**config.mk**
```make
export PLATFORM = sky130hd
export DESIGN_NAME = mlu_load_unit
export DESIGN_NICKNAME = d
export VERILOG_FILES = /design/src/hw/mlu_decode.v /design/src/hw/mlu_extend.v /design/src/hw/mlu_load_unit.v
export VERILOG_INCLUDE_DIRS = /design/src /design/src/hw
export SDC_FILE = /design/constraint.sdc
export NUM_CORES = 1
export LEC_CHECK = 0
export ABC_AREA = 1
export BUFFER_PORTS_ARGS = -buffer_cell sky130_fd_sc_hd__buf_2
export CAP_MARGIN = 10
export CELL_PAD_IN_SITES_DETAIL_PLACEMENT = 0
export CELL_PAD_IN_SITES_GLOBAL_PLACEMENT = 1
export CORE_ASPECT_RATIO = 1.5
export CORE_MARGIN = 1
export CORE_UTILIZATION = 36
export CTS_BUF_LIST = sky130_fd_sc_hd__clkbuf_8
export DETAILED_ROUTE_END_ITERATION = 7
export PLACE_DENSITY_LB_ADDON = 0.1
export SETUP_SLACK_MARGIN = 0.02
export SYNTH_ARGS = -nofsm -noshare
export SYNTH_HDL_FRONTEND = slang
export SYNTH_SLANG_ARGS = --single-unit
```
**constraint.sdc**
```tcl
create_clock -name ref_clk_in -period 1.85 [get_ports ref_clk_in]
set_input_delay 0.0925 -clock ref_clk_in [delete_from_list [all_inputs] [get_ports ref_clk_in]]
set_output_delay 0.0925 -clock ref_clk_in [all_outputs]
set_load 0.02 [all_outputs]
```
**src/hw/mlu_map.vh**
```
`ifndef MLU_MAP_VH
`define MLU_MAP_VH
// ----------------------------------------
// Opcodes of the load family
// ----------------------------------------
`define MLU_OP_WORD         8'h90
`define MLU_OP_UBYTE        8'h80
`define MLU_OP_UHALF        8'h88
`define MLU_OP_SBYTE        8'hC0
`define MLU_OP_SHALF        8'hC8
`define MLU_OP_DWORD        8'h98
`define MLU_OP_TWORD        8'hA0
`define MLU_OP_QWORD        8'hB0
`define MLU_OP_ADDR         8'h8C
// ----------------------------------------
// Widths and steps
// ----------------------------------------
`define MLU_WORD_STEP       32'h0000_0004
`define MLU_FILL_ONES16     16'hFFFF
`define MLU_FILL_ZERO16     16'h0000
`define MLU_FILL_ONES24     24'hFFFFFF
`define MLU_FILL_ZERO24     24'h000000
`define MLU_CNT_ONE         3'h1
`define MLU_CNT_TWO         3'h2
`define MLU_CNT_THREE       3'h3
`define MLU_CNT_FOUR        3'h4
// ----------------------------------------
// Alignment masks and register steps
// ----------------------------------------
`define MLU_ALIGN_HALF      32'h0000_0001
`define MLU_ALIGN_WORD      32'h0000_0003
`define MLU_ALIGN_DWORD     32'h0000_0007
`define MLU_ALIGN_QUAD      32'h0000_000F
`define MLU_DST_PAIR        5'h01
`define MLU_DST_QUAD        5'h03
`define MLU_REG_STEP        5'h01
// Kind codes from the decoder
`define MLU_K_NONE          4'h0
`define MLU_K_WORD          4'h1
`define MLU_K_UBYTE         4'h2
`define MLU_K_UHALF         4'h3
`define MLU_K_SBYTE         4'h4
`define MLU_K_SHALF         4'h5
`define MLU_K_DWORD         4'h6
`define MLU_K_TWORD         4'h7
`define MLU_K_QWORD         4'h8
`define MLU_K_ADDR          4'h9
`endif

```
**src/hw/mlu_decode.v**
```verilog
`timescale 1ns/1ps
`include "mlu_map.vh"
// ----------------------------------------
// Opcode decoder of the load family
// ----------------------------------------
module mlu_decode (
    // Opcode
    input  wire [7:0] opcode_in,
    // Decoded kind and word count
    output reg  [3:0] kind_out,
    output reg  [2:0] count_out
);
    // Map opcode to kind and word count
    always @* begin
        kind_out  = `MLU_K_NONE;
        count_out = `MLU_CNT_ONE;
        case (opcode_in)
            `MLU_OP_WORD:  kind_out = `MLU_K_WORD;
            `MLU_OP_UBYTE: kind_out = `MLU_K_UBYTE;
            `MLU_OP_UHALF: kind_out = `MLU_K_UHALF;
            `MLU_OP_SBYTE: kind_out = `MLU_K_SBYTE;
            `MLU_OP_SHALF: kind_out = `MLU_K_SHALF;
            `MLU_OP_DWORD: begin
                kind_out  = `MLU_K_DWORD;
                count_out = `MLU_CNT_TWO;
            end
            `MLU_OP_TWORD: begin
                kind_out  = `MLU_K_TWORD;
                count_out = `MLU_CNT_THREE;
            end
            `MLU_OP_QWORD: begin
                kind_out  = `MLU_K_QWORD;
                count_out = `MLU_CNT_FOUR;
            end
            `MLU_OP_ADDR:  kind_out = `MLU_K_ADDR;
            default:       kind_out = `MLU_K_NONE;
        endcase
    end
endmodule

```
**src/hw/mlu_extend.v**
```verilog
`timescale 1ns/1ps
`include "mlu_map.vh"
// ----------------------------------------
// Widening of byte and halfword data
// ----------------------------------------
module mlu_extend (
    // Raw word and kind
    input  wire [31:0] data_in,
    input  wire [3:0]  kind_in,
    // Widened word
    output reg  [31:0] data_out
);
    // Select extension by kind
    always @* begin
        data_out = data_in;
        case (kind_in)
            `MLU_K_UBYTE: data_out = {`MLU_FILL_ZERO24, data_in[7:0]};
            `MLU_K_SBYTE: data_out = data_in[7] ?
                {`MLU_FILL_ONES24, data_in[7:0]} :
                {`MLU_FILL_ZERO24, data_in[7:0]};
            `MLU_K_UHALF: data_out = {`MLU_FILL_ZERO16, data_in[15:0]};
            `MLU_K_SHALF: data_out = data_in[15] ?
                {`MLU_FILL_ONES16, data_in[15:0]} :
                {`MLU_FILL_ZERO16, data_in[15:0]};
            default:      data_out = data_in;
        endcase
    end
endmodule

```
**src/hw/mlu_load_unit.v**
```verilog
// Function
// - Signed half fills upper bits with sign
// - Odd double destination gives bad operand
// - Double loads two words, checks 8-alignment
// - Triple/quad destination must be multiple of four
// - Triple/quad fault unless 16-byte aligned
// - Triple/quad fill three/four consecutive registers
// - Opcodes C0H, C8H, 98H decoded
// - Opcodes A0H, B0H decoded
// - Load address writes address, no memory
// - Load address takes any addressing mode
// - Byte/half widen: sign or zero
`timescale 1ns/1ps
`include "mlu_map.vh"
module mlu_load_unit (
    // Clock and reset
    input  wire        ref_clk_in,
    input  wire        nrst_in,
    // Instruction issue
    input  wire        issue_valid_in,
    input  wire [7:0]  opcode_in,
    input  wire [4:0]  dst_reg_in,
    input  wire [31:0] eff_addr_in,
    input  wire        unaligned_en_in,
    // Memory read port
    output wire        mem_req_out,
    output wire [31:0] mem_addr_out,
    input  wire        mem_ack_in,
    input  wire [31:0] mem_data_in,
    // Register file write port
    output wire        rf_we_out,
    output wire [4:0]  rf_waddr_out,
    output wire [31:0] rf_wdata_out,
    // Status and faults
    output wire        busy_out,
    output wire        done_out,
    output wire        bad_operand_fault_out,
    output wire        misaligned_access_fault_out
);
    // ----------------------------------------
    // Operation notes
    // ----------------------------------------
    // Issue is taken on a rising edge with issue_valid_in high,
    // busy_out low and an opcode the decoder knows. Unknown
    // opcodes and any issue while busy are dropped silently,
    // so the caller must wait for busy_out low before the next
    // multi-cycle load.
    //
    // Address load: the effective address arrives fully formed,
    // so every addressing mode looks the same here. It is
    // written to the destination one cycle after issue with
    // done_out in the same cycle. No memory request is made
    // and the address is never checked.
    //
    // Bad operand: a double load with an odd destination, or a
    // triple or quad load whose destination is not a multiple
    // of four, is refused at issue. The fault pulse and done
    // pulse appear one cycle later; no request is raised and
    // the register file is not written.
    //
    // Memory loads: the request rises one cycle after issue
    // with the effective address. Each acknowledge writes one
    // register on the next cycle, steps the address by four
    // and the destination by one. The request falls with the
    // last acknowledge.
    //
    // Completion: done_out pulses one cycle after the last
    // register write, in the same cycle busy_out falls. A
    // misalignment found at issue is held until then and
    // reported with done_out, so the loaded data is already
    // in the register file when the fault is seen.
    //
    // Alignment: single words need bits 1:0 clear, halfwords
    // bit 0, doubles bits 2:0 and triples and quads bits 3:0.
    // Bytes never fault. The check is only acted on when
    // unaligned_en_in is high at issue.
    //
    // Widening: byte and halfword data is taken from the low
    // lanes of mem_data_in; the memory side is expected to
    // return the addressed unit there. No lane shifting is
    // done in this block.
    //
    // Register numbers: the destination counter is five bits
    // wide and wraps past the last register. Software keeps
    // groups inside the register file; nothing here checks it.
    //
    // Hazards: mem_ack_in is only looked at in the read state,
    // so a late acknowledge after reset or after the last word
    // is ignored. The memory side must not acknowledge twice
    // for one address: each acknowledge consumes one word.
    //
    // Reset is synchronous and clears every output register,
    // so all outputs read zero during reset and on the first
    // edge after release.
    //
    // Status: busy_out is registered from the next state so
    // that every output leaves a flip-flop; it reads high from
    // the cycle after a memory load issues up to the cycle before done_out.

    // ----------------------------------------
    // State encoding
    // ----------------------------------------
    localparam [2:0] ST_IDLE = 3'h1;   // Waiting for issue
    localparam [2:0] ST_READ = 3'h2;   // Reading words
    localparam [2:0] ST_DONE = 3'h4;   // Finishing

    // ----------------------------------------
    // Registers
    // ----------------------------------------
    reg [2:0]  state_reg,    state_next;    // Control state
    reg [3:0]  kind_reg,     kind_next;     // Latched kind
    reg [2:0]  left_reg,     left_next;     // Words still to read
    reg [31:0] addr_reg,     addr_next;     // Current address
    reg [4:0]  reg_reg,      reg_next;      // Current destination
    reg        mis_reg,      mis_next;      // Pending misalign fault
    reg        req_reg,      req_next;      // Memory request
    reg        we_reg,       we_next;       // Register write
    reg [4:0]  waddr_reg,    waddr_next;    // Write address
    reg [31:0] wdata_reg,    wdata_next;    // Write data
    reg        done_reg,     done_next;     // Completion pulse
    reg        bad_reg,      bad_next;      // Bad operand pulse
    reg        misf_reg,     misf_next;     // Misalign fault pulse
    reg        busy_reg,     busy_next;     // Busy flag

    // ----------------------------------------
    // Decode and widen
    // ----------------------------------------
    wire [3:0]  dec_kind;     // Kind of issued opcode
    wire [2:0]  dec_count;    // Words of issued opcode
    wire [31:0] ext_data;     // Widened memory data

    mlu_decode u_dec (
        .opcode_in (opcode_in),
        .kind_out  (dec_kind),
        .count_out (dec_count)
    );

    mlu_extend u_ext (
        .data_in  (mem_data_in),
        .kind_in  (kind_reg),
        .data_out (ext_data)
    );

    // ----------------------------------------
    // Issue checks
    // ----------------------------------------
    // odd register for double
    wire dst_odd  = |(dst_reg_in & `MLU_DST_PAIR);
    wire dst_nq   = |(dst_reg_in & `MLU_DST_QUAD);
    wire is_multi3 = (dec_kind == `MLU_K_TWORD) |
                     (dec_kind == `MLU_K_QWORD);
    wire bad_chk  = ((dec_kind == `MLU_K_DWORD) & dst_odd) |
                    (is_multi3 & dst_nq);
    // Alignment per kind
    reg  mis_chk;
    always @* begin
        mis_chk = 1'b0;
        case (dec_kind)
            // Word, halfword and double alignment
            `MLU_K_WORD:  mis_chk = |(eff_addr_in & `MLU_ALIGN_WORD);
            `MLU_K_UHALF,
            `MLU_K_SHALF: mis_chk = |(eff_addr_in & `MLU_ALIGN_HALF);
            `MLU_K_DWORD: mis_chk = |(eff_addr_in & `MLU_ALIGN_DWORD);
            // triple and quad need 16 bytes
            `MLU_K_TWORD,
            `MLU_K_QWORD: mis_chk = |(eff_addr_in & `MLU_ALIGN_QUAD);
            // Bytes and address load never fault
            default:      mis_chk = 1'b0;
        endcase
    end

    // ----------------------------------------
    // Next state logic
    // ----------------------------------------
    always @* begin
        state_next = state_reg;
        kind_next  = kind_reg;
        left_next  = left_reg;
        addr_next  = addr_reg;
        reg_next   = reg_reg;
        mis_next   = mis_reg;
        req_next   = req_reg;
        we_next    = 1'b0;
        waddr_next = waddr_reg;
        wdata_next = wdata_reg;
        done_next  = 1'b0;
        bad_next   = 1'b0;
        misf_next  = 1'b0;
        case (state_reg)
            ST_IDLE: begin
                if (issue_valid_in && dec_kind != `MLU_K_NONE) begin
                    kind_next = dec_kind;
                    if (dec_kind == `MLU_K_ADDR) begin
                        we_next    = 1'b1;
                        waddr_next = dst_reg_in;
                        wdata_next = eff_addr_in;
                        done_next  = 1'b1;
                    end else if (bad_chk) begin
                        bad_next  = 1'b1;
                        done_next = 1'b1;
                    end else begin
                        // Start memory reads
                        left_next  = dec_count;
                        addr_next  = eff_addr_in;
                        reg_next   = dst_reg_in;
                        mis_next   = mis_chk & unaligned_en_in;
                        req_next   = 1'b1;
                        state_next = ST_READ;
                    end
                end
            end
            ST_READ: begin
                // One register per acknowledge
                if (mem_ack_in) begin
                    we_next    = 1'b1;
                    waddr_next = reg_reg;
                    wdata_next = ext_data;
                    reg_next   = reg_reg + `MLU_REG_STEP;
                    // next word at address plus four
                    addr_next  = addr_reg + `MLU_WORD_STEP;
                    left_next  = left_reg - `MLU_CNT_ONE;
                    // Last word drops the request
                    if (left_reg == `MLU_CNT_ONE) begin
                        req_next   = 1'b0;
                        state_next = ST_DONE;
                    end
                end
            end
            ST_DONE: begin
                // Report misalign after data is written
                misf_next  = mis_reg;
                done_next  = 1'b1;
                mis_next   = 1'b0;
                state_next = ST_IDLE;
            end
            default: begin
                state_next = ST_IDLE;
                req_next   = 1'b0;
            end
        endcase
        // Busy follows the state being entered
        busy_next = (state_next != ST_IDLE);
    end

    // ----------------------------------------
    // State registers
    // ----------------------------------------
    always @(posedge ref_clk_in) begin
        // Synchronous reset clears all state
        if (!nrst_in) begin
            state_reg <= ST_IDLE;
            kind_reg  <= `MLU_K_NONE;
            left_reg  <= 3'h0;
            addr_reg  <= 32'h0000_0000;
            reg_reg   <= 5'h00;
            mis_reg   <= 1'b0;
            req_reg   <= 1'b0;
            we_reg    <= 1'b0;
            waddr_reg <= 5'h00;
            wdata_reg <= 32'h0000_0000;
            done_reg  <= 1'b0;
            bad_reg   <= 1'b0;
            misf_reg  <= 1'b0;
            busy_reg  <= 1'b0;
        end else begin
            // Take the next values
            state_reg <= state_next;
            kind_reg  <= kind_next;
            left_reg  <= left_next;
            addr_reg  <= addr_next;
            reg_reg   <= reg_next;
            mis_reg   <= mis_next;
            req_reg   <= req_next;
            we_reg    <= we_next;
            waddr_reg <= waddr_next;
            wdata_reg <= wdata_next;
            done_reg  <= done_next;
            bad_reg   <= bad_next;
            misf_reg  <= misf_next;
            busy_reg  <= busy_next;
        end
    end

    // ----------------------------------------
    // Outputs
    // ----------------------------------------
    // All outputs straight from registers
    assign mem_req_out  = req_reg;
    assign mem_addr_out = addr_reg;
    assign rf_we_out    = we_reg;
    assign rf_waddr_out = waddr_reg;
    assign rf_wdata_out = wdata_reg;
    assign busy_out     = busy_reg;
    assign done_out     = done_reg;
    assign bad_operand_fault_out       = bad_reg;
    assign misaligned_access_fault_out = misf_reg;
endmodule

```
==> flow_metrics.py, run 1 <==
metrics = {
    "outcome": {
        "status": "finished clean",
    },
    "routing": {
        "via_per_inst": 4.85,
        "top_layer": "met4",
        "wl_met1_um": 7520,
        "firstDrtPassIters": 4,
        "met2_length_um": 10100,
        "dr_wl_met3_um": 621,
        "wl_per_cell_um": 14.9,
        "antenna_left": 0,
        "drc_errors": 0,
        "wl_um": 19000,
        "dr_total_vias": 6213,
        "drt_iter0_drc": 199,
    },
    "finish": {
        "drive_gt1_share_pct": 23.2,
        "stdcell_area_um2": 6930,
        "fin_cells": 1280,
        "antennaDiodeCount": 0,
        "synthToLayoutAreaGrowth_pct": 27.1,
        "nets": 1165,
    },
    "sta": {
        "slew_headroom_pct": 67.0,
        "finalMaxSlewViolations": 0,
        "timing_hold_violations_final": 0,
        "timing.hold.ws_ns": 0.0223,
        "fin_crit_ns": 1.71,
        "fin_tns_setup_ns": 0,
        "tightestPinTransition_ns": 0.494,
        "finalSetupViolCount": 0,
        "rsz0062_at_grt": "true",
        "finClkSkew_ns": 0.0159,
        "max_freq_mhz": 585,
        "setup_ws_ns": 0.140,
        "fin_crit_sh_pct": 92.4,
    },
    "yosys": {
        "synth_area_per_cell_um2": 6.01,
        "synth.distinct_cells": 30,
        "synthTopCellsByCount": "nand2_1, nor2_1, dfxtp_1",
        "synth-seq-cells": 91,
        "netlist_area_um2": 5450,
        "yosysWarnings": 0,
        "yosysTopAreaCell": "dfxtp_1",
        "synth_fp_nets": 993,
        "synthCells": 907,
        "post-synth-top-count-cell": "nand2_1",
        "synth_edf_count": 0,
        "ys.flop_type": "dfxtp_1",
        "yosysTopAreaCellShare_pct": 33.4,
        "ys_seq_area_share_pct": 33.4,
        "synthArstFlopShare_pct": 0,
        "synth.area.top_cells": "dfxtp_1, nand2_1, nor2_1, o21ai_0, inv_1",
    },
    "floorplanning": {
        "die_w_um": 102,
        "fp.coreArea_um2": 14700,
        "fp.dieH_um": 153,
        "rows": 54,
        "die_area_um2": 15700,
        "initial_core_util_pct": 37.2,
        "io_pins": 157,
    },
    "critical_path": {
        "required_ns": 2.12,
        "cp-start-kind": "flip-flop",
        "worstPathCellList": "nor3_4 > inv_2 > nor2_2 > inv_2 > o21ai_2 > inv_2 > nand3_2 > buf_4 > nand2_1 > nand2_1 > nor2_1",
        "criticalPathCategory": "flip-flop to flip-flop",
        "cpPeakStageDelay_ns": 0.35,
        "critPathCaptureType": "flip-flop",
        "path_buf_inv": 4,
        "crit_top_cell": "inv_2",
        "path_delay_family": "simple AND/OR/NAND/NOR gates",
        "rrSetupSlack_ns": 0.14,
        "crit_fanout": 20,
        "crit_path_top_delay_cell": "dfxtp_1",
        "critPathArrivalTime_ns": 1.98,
    },
    "global_route": {
        "grt_pass1_vias": 6044,
        "grt_max_degree": 52,
        "grtUsageTotal_pct": 25.0,
        "antenna_found_initial": 1,
        "globalRouteOverflowTotal": 0,
        "grt_first_pass_wirelength_um": 29900,
    },
    "clock_network": {
        "clock_latency_ns": 0.38,
        "cts.sinks": 91,
        "cts_root_buf": "clkbuf_8",
        "cts_tree": "yes",
        "postCtsSetupBuffers": 0,
        "cts_buffers": 9,
        "htreeDepth": 3,
        "cts.clk_slew.worst_paths_ns": 0.09,
        "cts_max_path_buffers": 2,
    },
    "placed_design": {
        "place_congestion": 0.833,
        "dpl.hpwl_um": 14800,
        "dp_slack_ns": 0.0276,
        "dpl-instance-area_um2": 6690,
        "port_buffers": 156,
        "dp.cells": 1264,
    },
    "power_and_ir_drop": {
        "peakVddDrop_mv": 0.291,
        "p_per_area_nw_per_um2": 586,
        "p_leak_nw": 3.61,
    },
    "hold_path": {
        "hp-class": "input port to flip-flop",
    },
    "flow_run": {
        "max-cap-violations": 0,
    },
}
## per-stage QoR
| stage | util, % | power (mW) |
|---|---|---|
| detailed placement | 45.6 | 2.70 |
| floorplan | - | 2.44 |
| CTS | 47.0 | 4.11 |
| global placement | 45.6 | 2.70 |
| finish | 47.3 | 4.06 |
| global route | 47.3 | 4.29 |
## cells in the final DEF, fill, tap and decap left out, drive strengths merged
master,Yosys,routed
a21boi,22,22
a21oi,45,45
buf,21,202
bufinv,0,1
clkbuf,20,9
clkinv,0,2
clkinvlp,0,2
dfxtp,91,91
ha,4,4
inv,86,88
nand2,275,275
nand3,47,47
nand4,18,18
nor2,161,161
nor3,9,9
nor4,1,1
o21ai,87,87
o22ai,1,1
o31ai,2,2
or2,1,1
xnor2,1,1
xor2,15,15
## path summary, 6_finish.rpt
kind	startpoint	to	cells past startpoint
max	state_reg[2]	mem_addr_out[17]	11
min	mem_ack_in	state_reg[2]	3
max reg2reg	state_reg[2]	mem_addr_out[17]	11
min reg2reg	mis_reg	misaligned_access_fault_out	2
## worst min-delay path: cells and delay by family
kind,cells,cell delay [ns]
simple gates,2,0.14
buf+inv,1,0.11
## power by group
group	internal (mW)	leakage, nW	switching [mW]
registers	2.01	0.738	0.0504
logic	0.236	2.77	0.364
clock network	0.624	0.0984	0.782
total	2.87	3.61	1.20
## metal layers
metal / track usage, % / up-vias
li1: - / 3233
met2: 46.0 / 137
met4: 11.8 / 0
met1: 26.8 / 2803
met3: 4.04 / 40
met5: 0 / -
## kinds of logic after synthesis
kind of cell    Yosys count  share of synthesized area [%]
simple gates            512                           37.9
compound gates          157                           15.8
buf+inv                 127                           9.41
flops                    91                           33.4
xor+xnor                 16                           2.57
fa+ha+maj                 4                          0.918
## repair_timing
item                                    4_1_cts  5_1_grt
endpoints found under the setup margin        2       19
hold buffers                                  0        0
gates cloned                                  0        0
pin swaps                                     0        1
gates resized for setup                       1       21
## layout make-up
class | instances | area, um2
Fill cell | 1713 | 7730
Multi-Input combinational cell | 689 | 3160
Sequential cell | 91 | 1830
Timing Repair Buffer | 202 | 1180
Inverter | 86 | 324
Tap cell | 196 | 245
Clock buffer | 9 | 124
Clock inverter | 7 | 70.1
Power figures use the tool's default switching activity.
==> run 2: changes to the inputs <==
MAX_ROUTING_LAYER = met4   (was default)
==> flow_metrics.py, run 2 (synthesis results as in run 1) <==
metrics = {
    "outcome": {
        "status": "finished clean",
    },
    "power_and_ir_drop": {
        "peakVddDrop_mv": 0.291,
        "p_leak_nw": 3.61,
        "p_sw_mw": 1.20,
        "p_total_mw": 4.07,
        "seq_power_share_pct": 50.6,
        "p_int_mw": 2.87,
        "p_per_area_nw_per_um2": 586,
        "p_comb_share_pct": 14.7,
        "clkPwrFrac_pct": 34.7,
        "swShare_pct": 29.5,
    },
    "finish": {
        "most-common-layout-cells": "nand2_1, buf_2, nor2_1",
        "ff_latch_area_um2": 1830,
        "drive_gt1_share_pct": 23.2,
        "nets": 1165,
        "utilization_pct": 47.3,
        "stdcell_area_um2": 6930,
        "multi_input_area_um2": 3160,
        "final_common_cell": "nand2_1",
        "synthToLayoutAreaGrowth_pct": 27.2,
        "num-fill-cells": 1712,
    },
    "sta": {
        "finalSetupViolCount": 0,
        "max_freq_mhz": 586,
        "fin_crit_ns": 1.71,
        "timing.hold.ws_ns": 0.0232,
        "fin_crit_sh_pct": 92.3,
        "fin_tns_setup_ns": 0,
        "finClkSkew_ns": 0.0158,
        "finalMaxSlewViolations": 0,
        "rsz0062_at_grt": "true",
        "timing_hold_violations_final": 0,
        "tightestPinTransition_ns": 0.495,
        "slew_headroom_pct": 67.0,
    },
    "critical_path": {
        "cp-start-kind": "flip-flop",
        "cp-endpoint": "mem_addr_out[3]",
        "r2r_end": "mem_addr_out[3]",
        "critPathArrivalTime_ns": 2.00,
        "r2r-start": "state_reg[2]",
        "crit_path_start": "state_reg[2]",
        "rrSetupSlack_ns": 0.14,
        "critPathCaptureType": "flip-flop",
        "criticalPathCategory": "flip-flop to flip-flop",
        "reg2regPathDepth": 10,
        "required_ns": 2.14,
        "crit_fanout": 49,
    },
    "routing": {
        "wl_um": 19000,
        "drt_iter0_drc": 208,
        "antenna_left": 0,
        "dr_total_vias": 6228,
        "firstDrtPassIters": 5,
        "via_per_inst": 4.86,
        "wl_per_cell_um": 14.8,
        "drc_errors": 0,
    },
    "clock_network": {
        "postCtsSetupBuffers": 0,
        "cts.sinks": 91,
        "cts_root_buf": "clkbuf_8",
        "cts_buffers": 9,
        "cts_max_path_buffers": 2,
        "htreeDepth": 3,
        "cts.clk_slew.worst_paths_ns": 0.10,
        "ctsHoldBuffers": 0,
        "cts_tree": "yes",
        "clock_latency_ns": 0.38,
    },
    "floorplanning": {
        "die_w_um": 102,
        "fp.coreArea_um2": 14700,
        "die_area_um2": 15700,
        "io_pins": 157,
        "initial_core_util_pct": 37.2,
        "rows": 54,
        "fp.dieH_um": 153,
    },
    "global_route": {
        "grt_first_pass_wirelength_um": 29900,
        "antenna_found_initial": 1,
        "grtUsageTotal_pct": 25.7,
        "globalRouteOverflowTotal": 0,
        "grt_pass1_vias": 6031,
        "grt_max_degree": 52,
    },
    "placed_design": {
        "dpl-instance-area_um2": 6690,
        "port_buffers": 156,
        "place_congestion": 0.846,
        "dpl.hpwl_um": 14800,
    },
    "hold_path": {
        "holdPathStages": 3,
        "hp-class": "input port to flip-flop",
    },
    "flow_run": {
        "max-cap-violations": 0,
    },
}
-- run 2: cell count changes in the layout (fill, tap and decap cells not counted) --
cell     previous run  this run
diode_2             0         1
-- run 2: final cells by class --
class / instances / share of cell area (%)
well taps: 196 / 3.54
diodes: 1 / 0.0361
flip-flops and latches: 91 / 26.4
clock buffers: 9 / 1.79
clock inverters: 7 / 1.01
multi-input cells: 689 / 45.6
repair buffers: 202 / 17.0
inverters: 86 / 4.67
-- run 2: power groups by stage --
stage / sequential (mW) / combinational [mW] / clock [mW]
floorplan: 2.14 / 0.301 / 0
global placement: 2.10 / 0.601 / 0
detailed placement: 2.10 / 0.602 / 0
CTS: 2.06 / 0.605 / 1.45
global route: 2.07 / 0.677 / 1.54
finish: 2.06 / 0.599 / 1.41
-- run 2: what timing repair did --
action	CTS	global route
gates resized for setup	1	21
pin swaps	0	1
setup endpoints to repair	2	19
-- run 2: worst min path at each step --
stage,slack [ns],from,end
3_5_place_dp,0.41,mem_ack_in,state_reg[2]
3_3_place_gp,0.41,mem_ack_in,state_reg[2]
2_1_floorplan,0.24,mem_ack_in,state_reg[2]
5_1_grt,0.04,mem_ack_in,state_reg[2]
6_report,0.02,mem_ack_in,state_reg[2]
4_1_cts,0.009,mem_ack_in,state_reg[2]
-- run 2: routing by layer --
layer	wire, um	vias up	global-route usage (%)	part of all wire (%)
met5	0	-	-	0
met4	828	0	12.0	4.4
met3	674	40	3.17	3.5
met2	9990	165	46.0	53
met1	7520	2791	27.2	40
li1	-	3232	-	-
-- run 2: stage by stage --
stage | setup slack [ns] | instances
final | 0.142 | 1281
after floorplan | 0.0422 | 907
after detailed placement | 0.0276 | 1264
after CTS | 0.0680 | 1280
after global routing | 0.00559 | 1281
after global placement | 0.0825 | 1264
-- run 2: critical path, cell delays in order (launching register included) --
cell,delay (ns)
dfxtp_1,0.35
nor3_4,0.22
inv_2,0.07
nor2_2,0.21
inv_2,0.10
o21ai_2,0.07
inv_2,0.05
nand3_2,0.10
buf_12,0.23
nand2_1,0.08
a21oi_1,0.13
==> run 3: changes to the inputs <==
CORE_UTILIZATION = 37   (was 36)
SYNTH_HIERARCHICAL = 1   (was default)
==> flow_metrics.py, run 3 <==
metrics = {
    "yosys": {
        "synth.area.top_cells": "dfxtp_1, nand2_1, nor2_1, nand3_1, inv_1",
        "synth-seq-cells": 91,
        "synthArstFlopShare_pct": 0,
        "synth_area_per_cell_um2": 6.08,
        "ys_seq_area_share_pct": 31.8,
        "ys.flop_type": "dfxtp_1",
        "synthCells": 943,
        "synthTopCellsByCount": "nand2_1, nor2_1, nand3_1",
        "yosysTopAreaCellShare_pct": 31.8,
        "synth.distinct_cells": 31,
        "yosysWarnings": 6,
        "yosysTopAreaCell": "dfxtp_1",
        "synth_edf_count": 0,
        "netlist_area_um2": 5730,
        "synth_fp_nets": 1029,
        "post-synth-top-count-cell": "nand2_1",
    },
    "power_and_ir_drop": {
        "p_sw_mw": 1.23,
        "clkPwrFrac_pct": 40.8,
        "p_comb_share_pct": 13.4,
        "peakVddDrop_mv": 0.472,
        "p_per_area_nw_per_um2": 621,
        "seq_power_share_pct": 45.8,
        "p_int_mw": 3.30,
        "swShare_pct": 27.1,
        "p_leak_nw": 3.82,
    },
    "sta": {
        "finClkSkew_ns": 0.0134,
        "slew_headroom_pct": 56.6,
        "fin_crit_ns": 1.68,
        "fin_crit_sh_pct": 90.9,
        "timing.hold.ws_ns": 0.0550,
        "rsz0062_at_grt": "false",
        "finalMaxSlewViolations": 0,
        "finalSetupViolCount": 0,
        "fin_tns_setup_ns": 0,
        "max_freq_mhz": 595,
        "tightestPinTransition_ns": 0.650,
        "timing_hold_violations_final": 0,
    },
    "critical_path": {
        "crit_path_start": "opcode_in[1]",
        "crit_fanout": 6,
        "critPathCaptureType": "flip-flop",
        "crit_path_top_delay_cell": "clkinvlp_4",
        "cp-start-kind": "input port",
        "worstPathCellList": "buf_2 > nor2_4 > nand2_1 > nor2_2 > nor2_2 > nand2_2 > nor2_1 > nand2_1 > nand2_1 > nor2_2 > nand2_1 > nand2_4 > clkinvlp_4 > buf_4 > nor2_1",
        "required_ns": 2.15,
        "crit_top_cell": "nand2_1",
        "cpPeakStageDelay_ns": 0.23,
        "criticalPathCategory": "input port to flip-flop",
        "r2r-start": "state_reg[0]",
        "critPathArrivalTime_ns": 1.98,
    },
    "routing": {
        "drt_iter0_drc": 246,
        "wl_per_cell_um": 15.0,
        "firstDrtPassIters": 4,
        "drc_errors": 0,
        "wl_um": 19800,
        "antenna_left": 0,
        "dr_total_vias": 6417,
        "via_per_inst": 4.88,
    },
    "clock_network": {
        "cts.clk_slew.worst_paths_ns": 0.10,
        "cts.sinks": 91,
        "htreeDepth": 3,
        "cts_buffers": 9,
        "clock_latency_ns": 0.37,
        "cts_tree": "yes",
        "cts_max_path_buffers": 2,
        "cts_root_buf": "clkbuf_8",
    },
    "flow_run": {
        "max-cap-violations": 0,
    },
    "placed_design": {
        "port_buffers": 156,
        "dpl-instance-area_um2": 6900,
        "dpl.hpwl_um": 14600,
        "place_congestion": 0.878,
    },
    "finish": {
        "most-common-layout-cells": "nand2_1, buf_2, nor2_1",
        "utilization_pct": 48.1,
        "final_common_cell": "nand2_1",
        "stdcell_area_um2": 7290,
        "num-fill-cells": 1744,
        "nets": 1195,
        "synthToLayoutAreaGrowth_pct": 27.2,
        "drive_gt1_share_pct": 23.5,
    },
    "floorplanning": {
        "die_w_um": 104,
        "die_area_um2": 16000,
        "io_pins": 157,
        "fp.dieH_um": 154,
        "rows": 55,
        "fp.coreArea_um2": 15100,
        "initial_core_util_pct": 37.9,
    },
    "global_route": {
        "grt_max_degree": 69,
        "antenna_found_initial": 1,
        "grtUsageTotal_pct": 25.0,
        "grt_pass1_vias": 6077,
        "grt_first_pass_wirelength_um": 30600,
        "globalRouteOverflowTotal": 0,
    },
    "hold_path": {
        "holdCritStartpoint": "eff_addr_in[14]",
        "hp-class": "input port to flip-flop",
    },
    "outcome": {
        "status": "finished clean",
    },
}
## run 3: cell count changes in the layout (fill, tap and decap cells not counted), sizes merged, moves of 4 or more
cell    change
a21boi     -22
a21oi      -16
and2        +4
inv         +7
nand2      +54
nand3      +55
nand4      -13
nor2       -18
nor3        -6
o211a      +32
o21ai      -37
xor2       -13
## run 3: metrics by stage
stage,instances,worst slack (ns),power (mW)
after floorplan,943,0.0990,2.47
after detailed placement,1294,-0.257,2.71
final,1314,0.168,4.52
after CTS,1311,0.132,4.54
after global routing,1314,0.0121,4.73
after global placement,1294,-0.273,2.71
## run 3: timing repair
action	CTS	global route
resized for setup	0	19
endpoints found under the setup margin	0	67
hold endpoints to repair	1	0
buffers inserted	0	0
hold buffers	1	0
## run 3: critical path, delay by kind of cell
kind                   cells  cell delay [ns]
and+or+nand+nor           12             1.35
buffers and inverters      3             0.54
## run 3: layer usage
layer / track usage [%] / vias up / part of all wire [%]
met5: - / - / 0
met4: 9.94 / 0 / 2.9
met3: 3.08 / 29 / 3.6
met2: 46.0 / 139 / 53
met1: 27.0 / 2939 / 40
li1: - / 3310 / -
## run 3: final timing paths
path                                               endpoint  slack (ns)  cells after the start
worst min register to register  misaligned_access_fault_out        0.44                      2
worst max register to register             mem_addr_out[25]        0.21                     12
worst min-delay path                       mem_addr_out[14]        0.05                      5
worst max-delay path                              rf_we_out        0.17                     15
## run 3: cell families after synthesis
family          after synthesis  synth area share [%]
buf+inv                     143                  11.0
xor+xnor                      4                 0.611
compound gates              112                  12.6
flops                        91                  31.8
simple gates                589                  43.1
fa+ha+maj                     4                 0.873
## run 3: power by group through the flow
stage	registers, mW	logic (mW)	clock network, mW
after global placement	2.12	0.590	0
after global routing	2.08	0.682	1.97
final	2.07	0.607	1.84
after floorplan	2.15	0.318	0
after detailed placement	2.12	0.592	0
after CTS	2.07	0.596	1.87
## run 3: area by class of cell
class / count / area [um2] / area share (%)
Multi-Input combinational cell: 709 / 3330 / 45.7
Sequential cell: 91 / 1820 / 25.0
Timing Repair Buffer: 204 / 1260 / 17.3
Inverter: 94 / 359 / 4.93
Tap cell: 199 / 249 / 3.42
Clock inverter: 7 / 146 / 2.01
Clock buffer: 9 / 124 / 1.70
Antenna cell: 1 / 2.50 / 0.0343
